**config.mk**
```make
export PLATFORM = sky130hd
export DESIGN_NAME = input_port_interrupt_unit
export DESIGN_NICKNAME = d
export VERILOG_FILES = /design/src/rtl/input_port_pkg.sv /design/src/rtl/input_port_interrupt_unit.sv /design/src/rtl/pin_sync3.sv /design/src/rtl/sample_clock_gen.sv
export SDC_FILE = /design/constraint.sdc
export NUM_CORES = 1
export LEC_CHECK = 0
export BUFFER_PORTS_ARGS = -buffer_cell sky130_fd_sc_hd__buf_4
export CAP_MARGIN = 20
export CORE_MARGIN = 4
export CORE_UTILIZATION = 43
export CTS_CLUSTER_DIAMETER = 30
export CTS_CLUSTER_SIZE = 20
export DETAILED_ROUTE_END_ITERATION = 10
export PLACE_DENSITY_LB_ADDON = 0.1
export SLEW_MARGIN = 20
export SYNTH_ARGS = -nofsm -noshare
export SYNTH_HDL_FRONTEND = slang
export SYNTH_SLANG_ARGS = --single-unit
```
**constraint.sdc**
```tcl
create_clock -name pclk -period 1.8 [get_ports pclk]
set_input_delay 0.09 -clock pclk [delete_from_list [all_inputs] [get_ports pclk]]
set_output_delay 0.09 -clock pclk [all_outputs]
set_load 0.01 [all_outputs]
```
**src/rtl/input_port_pkg.sv**
```systemverilog
// Shared constants for the input port interrupt unit: register indices, reset values and timing.
package input_port_pkg;

  // Register indices as printed; the APB byte address is four times the index.
  localparam logic [15:0] IDX_GROUP_A_IRQ_SELECT = 16'hFF20;
  localparam logic [15:0] IDX_GROUP_A_INPUT_DATA = 16'hFF21;
  localparam logic [15:0] IDX_GROUP_A_EDGE_COMPARE = 16'hFF22;
  localparam logic [15:0] IDX_GROUP_B_IRQ_SELECT = 16'hFF24;
  localparam logic [15:0] IDX_GROUP_B_INPUT_DATA = 16'hFF25;
  localparam logic [15:0] IDX_REGULATION_INPUT_NIBBLE = 16'hFF29;
  localparam logic [15:0] IDX_MONITOR_ENABLES_AND_REGULATION_BIT = 16'hFF2D;
  localparam logic [15:0] IDX_GROUP_B_SAMPLE_RATE_SELECT = 16'hFF33;
  localparam logic [15:0] IDX_GROUP_B_SAMPLE_ENABLE = 16'hFF34;
  localparam logic [15:0] IDX_GROUP_A_IRQ_MASK_REG = 16'hFFE3;
  localparam logic [15:0] IDX_GROUP_B_IRQ_MASK_REG = 16'hFFE4;
  localparam logic [15:0] IDX_GROUP_A_IRQ_FLAG_REG = 16'hFFF3;
  localparam logic [15:0] IDX_GROUP_B_IRQ_FLAG_REG = 16'hFFF4;

  // Field positions inside the mixed monitor register.
  localparam int MON_BIT_RECHARGE_ENABLE = 3;
  localparam int MON_BIT_LIMITER_ENABLE = 2;
  localparam int MON_BIT_LIMITER_STATUS = 1;
  localparam int MON_BIT_REGULATION_EXTRA = 0;

  // Position of the single mask bit and single flag bit in their registers.
  localparam int MASK_FLAG_BIT = 0;

  // Values after reset.
  localparam logic [3:0] RESET_NIBBLE = 4'h0;
  localparam logic RESET_BIT = 1'b0;
  // With no pin selected group A counts as matching.
  localparam logic RESET_GROUP_A_MATCH = 1'b1;

  // Timing: system clock and the fast and slow sampling clocks.
  localparam int CLK_HZ = 10_000_000;
  localparam int SAMPLE_FAST_HZ = 256;
  localparam int SAMPLE_SLOW_HZ = 32;
  // Cycles in one half period of the fast sampling clock, rounded down.
  localparam int FAST_HALF_CYCLES = CLK_HZ / (2 * SAMPLE_FAST_HZ);
  // Fast half periods in one slow half period.
  localparam int SLOW_PER_FAST_HALVES = SAMPLE_FAST_HZ / SAMPLE_SLOW_HZ;

  // Width of the synchronised pin bundle.
  localparam int PIN_BUNDLE_W = 14;

endpackage : input_port_pkg

```
**src/rtl/input_port_interrupt_unit.sv**
```systemverilog
// Input port block with two interrupt groups, regulation inputs and an APB register file.
`timescale 1ns/100ps
module input_port_interrupt_unit #(
  parameter int FAST_HALF = input_port_pkg::FAST_HALF_CYCLES
) (
  input wire logic pclk,
  input wire logic presetn,
  input wire logic psel,
  input wire logic penable,
  input wire logic pwrite,
  input wire logic [17:0] paddr,
  input wire logic [31:0] pwdata,
  output logic [31:0] prdata,
  output logic pready,
  output logic pslverr,
  input wire logic [3:0] group_a_input_pins,
  input wire logic [3:0] group_b_input_pins,
  input wire logic [3:0] regulation_input_pins,
  input wire logic regulation_extra_pin,
  input wire logic limiter_level_status,
  output logic recharge_monitor_out_enable,
  output logic limiter_monitor_out_enable,
  output logic irq
);

  // Every piece of state of the block outside the synchroniser and divider, registered as one word.
  typedef struct packed {
    logic [3:0] a_sel;      // Group A interrupt select.
    logic [3:0] a_cmp;      // Group A edge compare.
    logic [3:0] b_sel;      // Group B interrupt select.
    logic [3:0] b_rate;     // Group B sample rate select.
    logic [3:0] b_en;       // Group B sample enable.
    logic a_mask;           // Group A mask, 1 lets the request through.
    logic b_mask;           // Group B mask.
    logic a_flag;           // Group A factor flag.
    logic b_flag;           // Group B factor flag.
    logic mon_recharge;     // Recharge monitor output enable.
    logic mon_limiter;      // Limiter monitor output enable.
    logic a_match;          // Group A compare result of the previous cycle.
    logic [3:0] b_samp;     // Group B sampled levels.
    logic [3:0] b_gate;     // Selected raw level of group B, for rising-edge detection.
    logic [3:0] rdata;      // Read data captured in the setup cycle.
    logic rerr;             // Unmapped address seen in the setup cycle.
  } unit_s;

  unit_s st;
  unit_s next_st;

  // Synchronised view of all pins, bundled so one synchroniser serves them all.
  logic [input_port_pkg::PIN_BUNDLE_W-1:0] pins_sync;
  logic [3:0] a_pin;
  logic [3:0] b_pin;
  logic [3:0] reg_pin;
  logic extra_pin;
  logic limit_pin;

  // Sampling clock edges and the per-pin choice between them.
  logic fast_rise;
  logic slow_rise;
  logic [3:0] b_tick;

  // Decoded bus signals.
  logic [15:0] idx;
  logic hit;
  logic setup;
  logic wr;

  // Events of this cycle.
  logic a_match_now;
  logic a_event;
  logic b_event;

  // Read-side views.
  logic [3:0] b_data;
  logic [3:0] read_val;

  // All pins pass the three-stage synchroniser before any logic looks at them.
  pin_sync3 #(
    .W(input_port_pkg::PIN_BUNDLE_W)
  ) u_sync (
    .pclk(pclk),
    .presetn(presetn),
    .pins_async({limiter_level_status, regulation_extra_pin, regulation_input_pins,
                 group_b_input_pins, group_a_input_pins}),
    .pins_sync(pins_sync)
  );

  assign a_pin = pins_sync[3:0];
  assign b_pin = pins_sync[7:4];
  assign reg_pin = pins_sync[11:8];
  assign extra_pin = pins_sync[12];
  assign limit_pin = pins_sync[13];

  // Shared 256 Hz and 32 Hz sampling clock source.
  sample_clock_gen #(
    .FAST_HALF(FAST_HALF)
  ) u_clk (
    .pclk(pclk),
    .presetn(presetn),
    .fast_rise(fast_rise),
    .slow_rise(slow_rise)
  );

  // Each group B pin picks its own sampling clock.
  for (genvar i = 0; i < 4; i++) begin : g_tick
    assign b_tick[i] = st.b_rate[i] ? fast_rise : slow_rise;
  end

  // Address decode: word aligned, index in the upper bits.
  assign idx = paddr[17:2];
  assign setup = psel && !penable;
  // Zero wait states: every access completes in its first access cycle.
  assign pready = 1'b1;
  assign pslverr = psel && penable && st.rerr;
  assign wr = psel && penable && pwrite && !st.rerr;

  // Known index decode; misaligned addresses count as unmapped.
  always_comb begin
    hit = 1'b0;
    if (paddr[1:0] == 2'b00) begin
      unique case (idx)
        input_port_pkg::IDX_GROUP_A_IRQ_SELECT,
        input_port_pkg::IDX_GROUP_A_INPUT_DATA,
        input_port_pkg::IDX_GROUP_A_EDGE_COMPARE,
        input_port_pkg::IDX_GROUP_B_IRQ_SELECT,
        input_port_pkg::IDX_GROUP_B_INPUT_DATA,
        input_port_pkg::IDX_REGULATION_INPUT_NIBBLE,
        input_port_pkg::IDX_MONITOR_ENABLES_AND_REGULATION_BIT,
        input_port_pkg::IDX_GROUP_B_SAMPLE_RATE_SELECT,
        input_port_pkg::IDX_GROUP_B_SAMPLE_ENABLE,
        input_port_pkg::IDX_GROUP_A_IRQ_MASK_REG,
        input_port_pkg::IDX_GROUP_B_IRQ_MASK_REG,
        input_port_pkg::IDX_GROUP_A_IRQ_FLAG_REG,
        input_port_pkg::IDX_GROUP_B_IRQ_FLAG_REG: hit = 1'b1;
        default: hit = 1'b0;
      endcase
    end
  end

  // Group B read data shows the sampled level where the sampler runs.
  assign b_data = (st.b_en & st.b_samp) | (~st.b_en & b_pin);

  // Read multiplexer; unused bits and unmapped indices read as zero.
  always_comb begin
    read_val = 4'h0;
    unique case (idx)
      input_port_pkg::IDX_GROUP_A_IRQ_SELECT: read_val = st.a_sel;
      input_port_pkg::IDX_GROUP_A_INPUT_DATA: read_val = a_pin;
      input_port_pkg::IDX_GROUP_A_EDGE_COMPARE: read_val = st.a_cmp;
      input_port_pkg::IDX_GROUP_B_IRQ_SELECT: read_val = st.b_sel;
      input_port_pkg::IDX_GROUP_B_INPUT_DATA: read_val = b_data;
      input_port_pkg::IDX_REGULATION_INPUT_NIBBLE: read_val = reg_pin;
      input_port_pkg::IDX_MONITOR_ENABLES_AND_REGULATION_BIT: begin
        read_val[input_port_pkg::MON_BIT_RECHARGE_ENABLE] = st.mon_recharge;
        read_val[input_port_pkg::MON_BIT_LIMITER_ENABLE] = st.mon_limiter;
        read_val[input_port_pkg::MON_BIT_LIMITER_STATUS] = limit_pin;
        read_val[input_port_pkg::MON_BIT_REGULATION_EXTRA] = extra_pin;
      end
      input_port_pkg::IDX_GROUP_B_SAMPLE_RATE_SELECT: read_val = st.b_rate;
      input_port_pkg::IDX_GROUP_B_SAMPLE_ENABLE: read_val = st.b_en;
      input_port_pkg::IDX_GROUP_A_IRQ_MASK_REG: read_val[input_port_pkg::MASK_FLAG_BIT] = st.a_mask;
      input_port_pkg::IDX_GROUP_B_IRQ_MASK_REG: read_val[input_port_pkg::MASK_FLAG_BIT] = st.b_mask;
      input_port_pkg::IDX_GROUP_A_IRQ_FLAG_REG: read_val[input_port_pkg::MASK_FLAG_BIT] = st.a_flag;
      input_port_pkg::IDX_GROUP_B_IRQ_FLAG_REG: read_val[input_port_pkg::MASK_FLAG_BIT] = st.b_flag;
      default: read_val = 4'h0;
    endcase
  end

  // Group A matches when every selected pin equals its compare bit; deselected pins always match.
  // A compare bit of 1 therefore matches a high pin and fires on the fall, 0 fires on the rise.
  assign a_match_now = &(~st.a_sel | ~(a_pin ^ st.a_cmp));
  // Only a move from match to mismatch counts; mismatch to mismatch does not.
  // Clearing a select bit forces a match, so setting it again at the active level fires once more.
  assign a_event = st.a_match && !a_match_now;

  // Next-state logic for the whole block.
  always_comb begin
    next_st = st;
    b_event = 1'b0;

    // Group A compare history.
    next_st.a_match = a_match_now;

    // Group B: samplers and per-pin edge detection.
    for (int i = 0; i < 4; i++) begin
      if (st.b_en[i]) begin
        // The sampler updates only on its chosen clock's rising edge.
        if (b_tick[i]) begin
          if (st.b_sel[i] && (b_pin[i] != st.b_samp[i])) begin
            b_event = 1'b1;
          end
          next_st.b_samp[i] = b_pin[i];
        end
      end else begin
        // The sampler tracks the pin while off, so turning it on gives no false change.
        next_st.b_samp[i] = b_pin[i];
        // Unsampled upper pins fire on the rise of their selected level; lower pins stay silent.
        if (i >= 2 && st.b_sel[i] && b_pin[i] && !st.b_gate[i]) begin
          b_event = 1'b1;
        end
      end
      next_st.b_gate[i] = st.b_sel[i] & b_pin[i];
    end

    // Capture read data and the decode result in the setup cycle, so both come from flops.
    if (setup) begin
      next_st.rdata = pwrite ? 4'h0 : read_val;
      next_st.rerr = !hit;
    end

    // Register writes take effect at the access edge; read-only bits ignore them.
    if (wr) begin
      unique case (idx)
        input_port_pkg::IDX_GROUP_A_IRQ_SELECT: next_st.a_sel = pwdata[3:0];
        input_port_pkg::IDX_GROUP_A_EDGE_COMPARE: next_st.a_cmp = pwdata[3:0];
        input_port_pkg::IDX_GROUP_B_IRQ_SELECT: next_st.b_sel = pwdata[3:0];
        input_port_pkg::IDX_MONITOR_ENABLES_AND_REGULATION_BIT: begin
          next_st.mon_recharge = pwdata[input_port_pkg::MON_BIT_RECHARGE_ENABLE];
          next_st.mon_limiter = pwdata[input_port_pkg::MON_BIT_LIMITER_ENABLE];
        end
        input_port_pkg::IDX_GROUP_B_SAMPLE_RATE_SELECT: next_st.b_rate = pwdata[3:0];
        input_port_pkg::IDX_GROUP_B_SAMPLE_ENABLE: next_st.b_en = pwdata[3:0];
        input_port_pkg::IDX_GROUP_A_IRQ_MASK_REG: next_st.a_mask = pwdata[input_port_pkg::MASK_FLAG_BIT];
        input_port_pkg::IDX_GROUP_B_IRQ_MASK_REG: next_st.b_mask = pwdata[input_port_pkg::MASK_FLAG_BIT];
        input_port_pkg::IDX_GROUP_A_IRQ_FLAG_REG: begin
          // Writing one clears, writing zero leaves the flag alone.
          if (pwdata[input_port_pkg::MASK_FLAG_BIT]) begin
            next_st.a_flag = 1'b0;
          end
        end
        input_port_pkg::IDX_GROUP_B_IRQ_FLAG_REG: begin
          if (pwdata[input_port_pkg::MASK_FLAG_BIT]) begin
            next_st.b_flag = 1'b0;
          end
        end
        default: begin
          // Read-only and data registers keep their value.
        end
      endcase
    end

    // Events set the flags whatever the mask says, and win over a clear in the same cycle.
    if (a_event) begin
      next_st.a_flag = 1'b1;
    end
    if (b_event) begin
      next_st.b_flag = 1'b1;
    end
  end

  // Register the block state; everything clears at reset except a_match, which starts at 1.
  always_ff @(posedge pclk or negedge presetn) begin
    if (!presetn) begin
      st <= '0;
      st.a_sel <= input_port_pkg::RESET_NIBBLE;
      st.a_cmp <= input_port_pkg::RESET_NIBBLE;
      st.b_sel <= input_port_pkg::RESET_NIBBLE;
      st.b_rate <= input_port_pkg::RESET_NIBBLE;
      st.b_en <= input_port_pkg::RESET_NIBBLE;
      st.a_mask <= input_port_pkg::RESET_BIT;
      st.b_mask <= input_port_pkg::RESET_BIT;
      st.a_flag <= input_port_pkg::RESET_BIT;
      st.b_flag <= input_port_pkg::RESET_BIT;
      st.a_match <= input_port_pkg::RESET_GROUP_A_MATCH;
    end else begin
      st <= next_st;
    end
  end

  // Outputs come straight from the state word.
  assign prdata = {28'h0000000, st.rdata};
  assign recharge_monitor_out_enable = st.mon_recharge;
  assign limiter_monitor_out_enable = st.mon_limiter;
  // A flag keeps the request up until software clears it, so the service routine must clear it first.
  assign irq = (st.a_flag && st.a_mask) || (st.b_flag && st.b_mask);

endmodule : input_port_interrupt_unit

```
**src/rtl/pin_sync3.sv**
```systemverilog
// Three-stage synchroniser with agreement filter for the asynchronous input pins.
`timescale 1ns/100ps
module pin_sync3 #(
  parameter int W = 14
) (
  input wire logic pclk,
  input wire logic presetn,
  input wire logic [W-1:0] pins_async,
  output logic [W-1:0] pins_sync
);

  // All stages of the synchroniser held as one state word.
  typedef struct packed {
    logic [W-1:0] s1;
    logic [W-1:0] s2;
    logic [W-1:0] s3;
    logic [W-1:0] q;
  } sync_s;

  sync_s st;
  sync_s next_st;

  // The first stage feeds only the second; the filtered level moves only when stages two and three agree.
  always_comb begin
    next_st = st;
    next_st.s1 = pins_async;
    next_st.s2 = st.s1;
    next_st.s3 = st.s2;
    next_st.q = ((st.s2 ~^ st.s3) & st.s2) | ((st.s2 ^ st.s3) & st.q);
  end

  // Register the state; reset to a known low level.
  always_ff @(posedge pclk or negedge presetn) begin
    if (!presetn) begin
      st <= '0;
    end else begin
      st <= next_st;
    end
  end

  assign pins_sync = st.q;

endmodule : pin_sync3

```
**src/rtl/sample_clock_gen.sv**
```systemverilog
// Divider that makes the fast and slow sampling clocks and their rising-edge pulses.
`timescale 1ns/100ps
module sample_clock_gen #(
  parameter int FAST_HALF = input_port_pkg::FAST_HALF_CYCLES
) (
  input wire logic pclk,
  input wire logic presetn,
  output logic fast_rise,
  output logic slow_rise
);

  // Divider state: cycle counter, half-period counter and both clock levels.
  typedef struct packed {
    logic [15:0] cnt;
    logic [2:0] halves;
    logic fast_clk;
    logic slow_clk;
  } div_s;

  div_s st;
  div_s next_st;
  logic half_end;

  // The slow clock toggles on every eighth fast half period, so it stays locked to the fast one.
  always_comb begin
    next_st = st;
    half_end = (st.cnt == 16'(FAST_HALF - 1));
    if (half_end) begin
      next_st.cnt = '0;
      next_st.fast_clk = ~st.fast_clk;
      next_st.halves = st.halves + 3'h1;
      if (st.halves == 3'(input_port_pkg::SLOW_PER_FAST_HALVES - 1)) begin
        next_st.slow_clk = ~st.slow_clk;
      end
    end else begin
      next_st.cnt = st.cnt + 16'h0001;
    end
  end

  // Register the divider.
  always_ff @(posedge pclk or negedge presetn) begin
    if (!presetn) begin
      st <= '0;
    end else begin
      st <= next_st;
    end
  end

  // Pulses mark the cycle in which each clock is about to rise.
  assign fast_rise = half_end && !st.fast_clk;
  assign slow_rise = half_end && !st.slow_clk &&
                     (st.halves == 3'(input_port_pkg::SLOW_PER_FAST_HALVES - 1));

endmodule : sample_clock_gen

```
==> summary.txt <==
Run status
  – Run status: finished clean

Pwr
  – Clock power share: 0.496
  – Worst VDD drop: around 0.61 mV
  – Leakage: 3.19 nW
  – Pwr/cell area: between 900 and 1000 nW/um^2
  – Combinational share of power: 0.065
  – Power share of the sequential group: 0.439
  – Sw Ratio: 0.231
  – NetSw: between 0.001 and 0.0015 W
  – Pint: a little under 0.005 W

Synth
  – Yosys synthesis warning count: 0
  – Top-count cell post-synth: dfrtp_1
  – Synth Instances: around 430
  – Register area share after synthesis: 0.544
  – Synth Flop Type: dfrtp_1
  – Fraction of registers with async set/reset: 1.00
  – Area leader, netlist: dfrtp_1
  – Synthesized area per cell: 12.2 sq um
  – Most frequent cells after synthesis: dfrtp_1 (114), buf_4 (33), nor2_1 (26)
  – Number of flops mapped to enable cells by yosys: 0
  – Synth top area share: 0.539
  – Area of the mapped netlist: ~5300 sq um
  – FF+latch count, synth: roughly 120
  – Cell variety after synth: between 60 and 70
  – Top cells by area, synth: dfrtp_1 (54%), buf_4 (4.7%), ha_1 (4.3%)

Clock tree
  – Total CTS buffers: 17
  – Later-pin clock latency in the skew report: about 0.41 ns
  – Htree depth: 4
  – Clock Sink Count: roughly 120
  – Clock root buffer: clkbuf_16
  – Max clock buf depth: 2
  – Reg clk slew, reported paths: around 0.050 ns
  – CTS tree: built

GRT
  – All-Layer GR Usage: 0.158
  – First-pass GRT wire length: ~18000 um
  – Initial antenna violation count: 0
  – Gr ovfl total: 0
  – Vias in the first global route: ~3500
  – Largest net degree at the start of global routing: 45

Routing
  – DRT iter0 DRCs: about 190
  – Routed WL: ~11000 um
  – Vias per cell: slightly above 5
  – Routed Antenna Nets: 0
  – Via count: between 3000 and 4000
  – WL/cell: about 16 um
  – Residual DRC count: 0
  – Total iterations of the first detailed-routing run: 7

Setup path
  – Critical Path Fanout Max: 2
  – Critical Path End Type: flop
  – CP max stage cell: mux4_2
  – Worst R2R End: prdata[0]
  – Critical path required time: 2.08 ns
  – Crit start category: flop
  – Critical Path AT: 2.08 ns
  – Reg2reg setup slack: 0.002 ns
  – Worst r2r path cells: 4
  – WS Path Type: reg -> reg
  – RR Startpoint: st[20]
  – Slowest Stage Delay on Critical Path: around 0.48 ns
  – Critical-path cell list: mux2_4 -> mux4_2 -> a32o_1 -> o32a_1

Min path
  – Hold Path Stages: 2
  – Min-Delay Endpoint: st[18]
  – Hold Crit Class: in -> reg
  – Hold_sp: pwdata[0]

Place
  – Post-placement cell count: 631
  – Port Buffers: 48
  – Detail Placement HPWL: approximately 7600 um
  – Routability congestion estimate: roughly 0.83

STA
  – Setup TNS: 0 ns
  – Hold Vio Cnt, Final: 0
  – Worst slew margin: 0.654
  – Tmin final: 1.80 ns
  – Max Clk Rate: ~560 MHz
  – RSZ-0062 raised after global routing: true
  – Worst-Margin Slew: 0.506 ns
  – Final period utilization: 0.999
  – Slew Limit Fails: 0
  – Clock Skews: approximately 0.0072 ns
  – Final Setup Violations: 0

Floorplanning
  – Full die area: around 14000 sq um
  – Die Wd: approximately 120 um
  – Number of cell rows: 40
  – Die Ht: ~120 um
  – Starting Density: 0.440
  – Core Region: 12000 sq um
  – IO Count: about 110

Job
  – Max-Cap Viols: 0

Cells and area
  – Finished Layout Cells: ~690
  – Multi-input combinational cell area: 2230 sq um
  – Layout cells sized above 1: 0.256
  – # diodes: 0
  – Seq. cell area: 2880 sq um
  – Synth-to-Final Area Change: 25.3%
  – # nets final: between 600 and 700
  – FILL cells: ~1000
kinds of logic after synthesis:
family	synth area share
simple gates	0.125
flops	0.544
compound gates	0.0925
buf+inv	0.0610
mux	0.0932
xor+xnor	0.0397
fa+ha+maj	0.0426
other cells	0.00142
power groups by stage:
stage               registers, W  clock network [W]  logic, W
global route             0.00276            0.00329  0.000455
finish                   0.00275            0.00311  0.000406
global placement         0.00279                  0  0.000368
CTS                      0.00275            0.00318  0.000411
floorplan                0.00277                  0  0.000232
detailed placement       0.00279                  0  0.000376
stage by stage:
stage / instance area, sq um / setup WS, ns / utilization / hold WS [ns] / total power (W)
after floorplan: 5390 / 0.0566 / - / -0.206 / 0.00300
after global placement: 5810 / 0.0113 / 0.483 / 0.0578 / 0.00316
after detailed placement: 5810 / -0.0347 / 0.483 / 0.0585 / 0.00317
after CTS: 6580 / 0.000723 / 0.548 / 0.00219 / 0.00634
after global routing: 6630 / -0.0523 / 0.552 / 0.0147 / 0.00651
final: 6630 / 0.00173 / 0.552 / 0.0191 / 0.00626
cells in the final DEF, fill, tap and decap left out, drive strengths merged, types with 9 or more instances in the layout:
cell type,instances
inv,10
xnor2,11
clkbuf,20
and3,9
nand3,17
a22oi,11
dfrtp,114
buf,70
mux2,37
ha,18
nor2,27
dlygate4sd3,20
a21o,14
nand2,25
conb,29
xor2,13
worst max-delay path by stage:
stage	endpoint	depth (start not counted)	startpoint	slack, ns
5_1_grt	prdata[0]	4	st[20]	-0.05
4_1_cts	prdata[0]	4	st[20]	0.0007
2_1_floorplan	prdata[0]	4	st[20]	0.06
6_report	prdata[0]	4	st[20]	0.002
3_3_place_gp	st[16]	7	u_clk.st[2]	0.01
3_5_place_dp	u_clk.st[4]	5	u_clk.st[7]	-0.03
sequential cells by signal, indices dropped and copies added, names as in the netlist:
| register | flops |
|---|---|
| u_clk.st | 21 |
| recharge_monitor_out_enable | 1 |
| u_sync.pins_sync | 14 |
| limiter_monitor_out_enable | 1 |
| st | 32 |
| prdata | 4 |
| u_sync.st | 14 |
| u_sync.next_st | 28 |
layout make-up:
| type | count | area share |
|---|---|---|
| tap | 147 | 0.0278 |
| sequential | 115 | 0.434 |
| inverter | 7 | 0.00396 |
| clock buffer | 20 | 0.0674 |
| clock inverter | 12 | 0.0160 |
| multi-input combinational | 295 | 0.336 |
| timing repair buffer | 90 | 0.114 |
repair_timing:
item / in CTS / in global routing
setup buffers: 1 / 2
hold endpoints to repair: 60 / 0
pin swaps: 4 / 4
setup endpoints to repair: 5 / 7
hold buffers: 20 / 0
gates resized for setup: 2 / 7
per-layer routing:
layer  GRT usage  vias to the layer above  wire length (um)
met2       0.237                       89              4880
met3      0.0451                       14               490
met1       0.214                     1719              5180
met5           0                        -                 0
li1            -                     1682                 -
met4      0.0702                        0               202
worst max-delay path: cells and delay by family (launching register included):
family | cells | cell delay (ns)
mux | 2 | 0.78
flops | 1 | 0.39
compound gates | 2 | 0.50
Power figures use the tool's default switching activity.
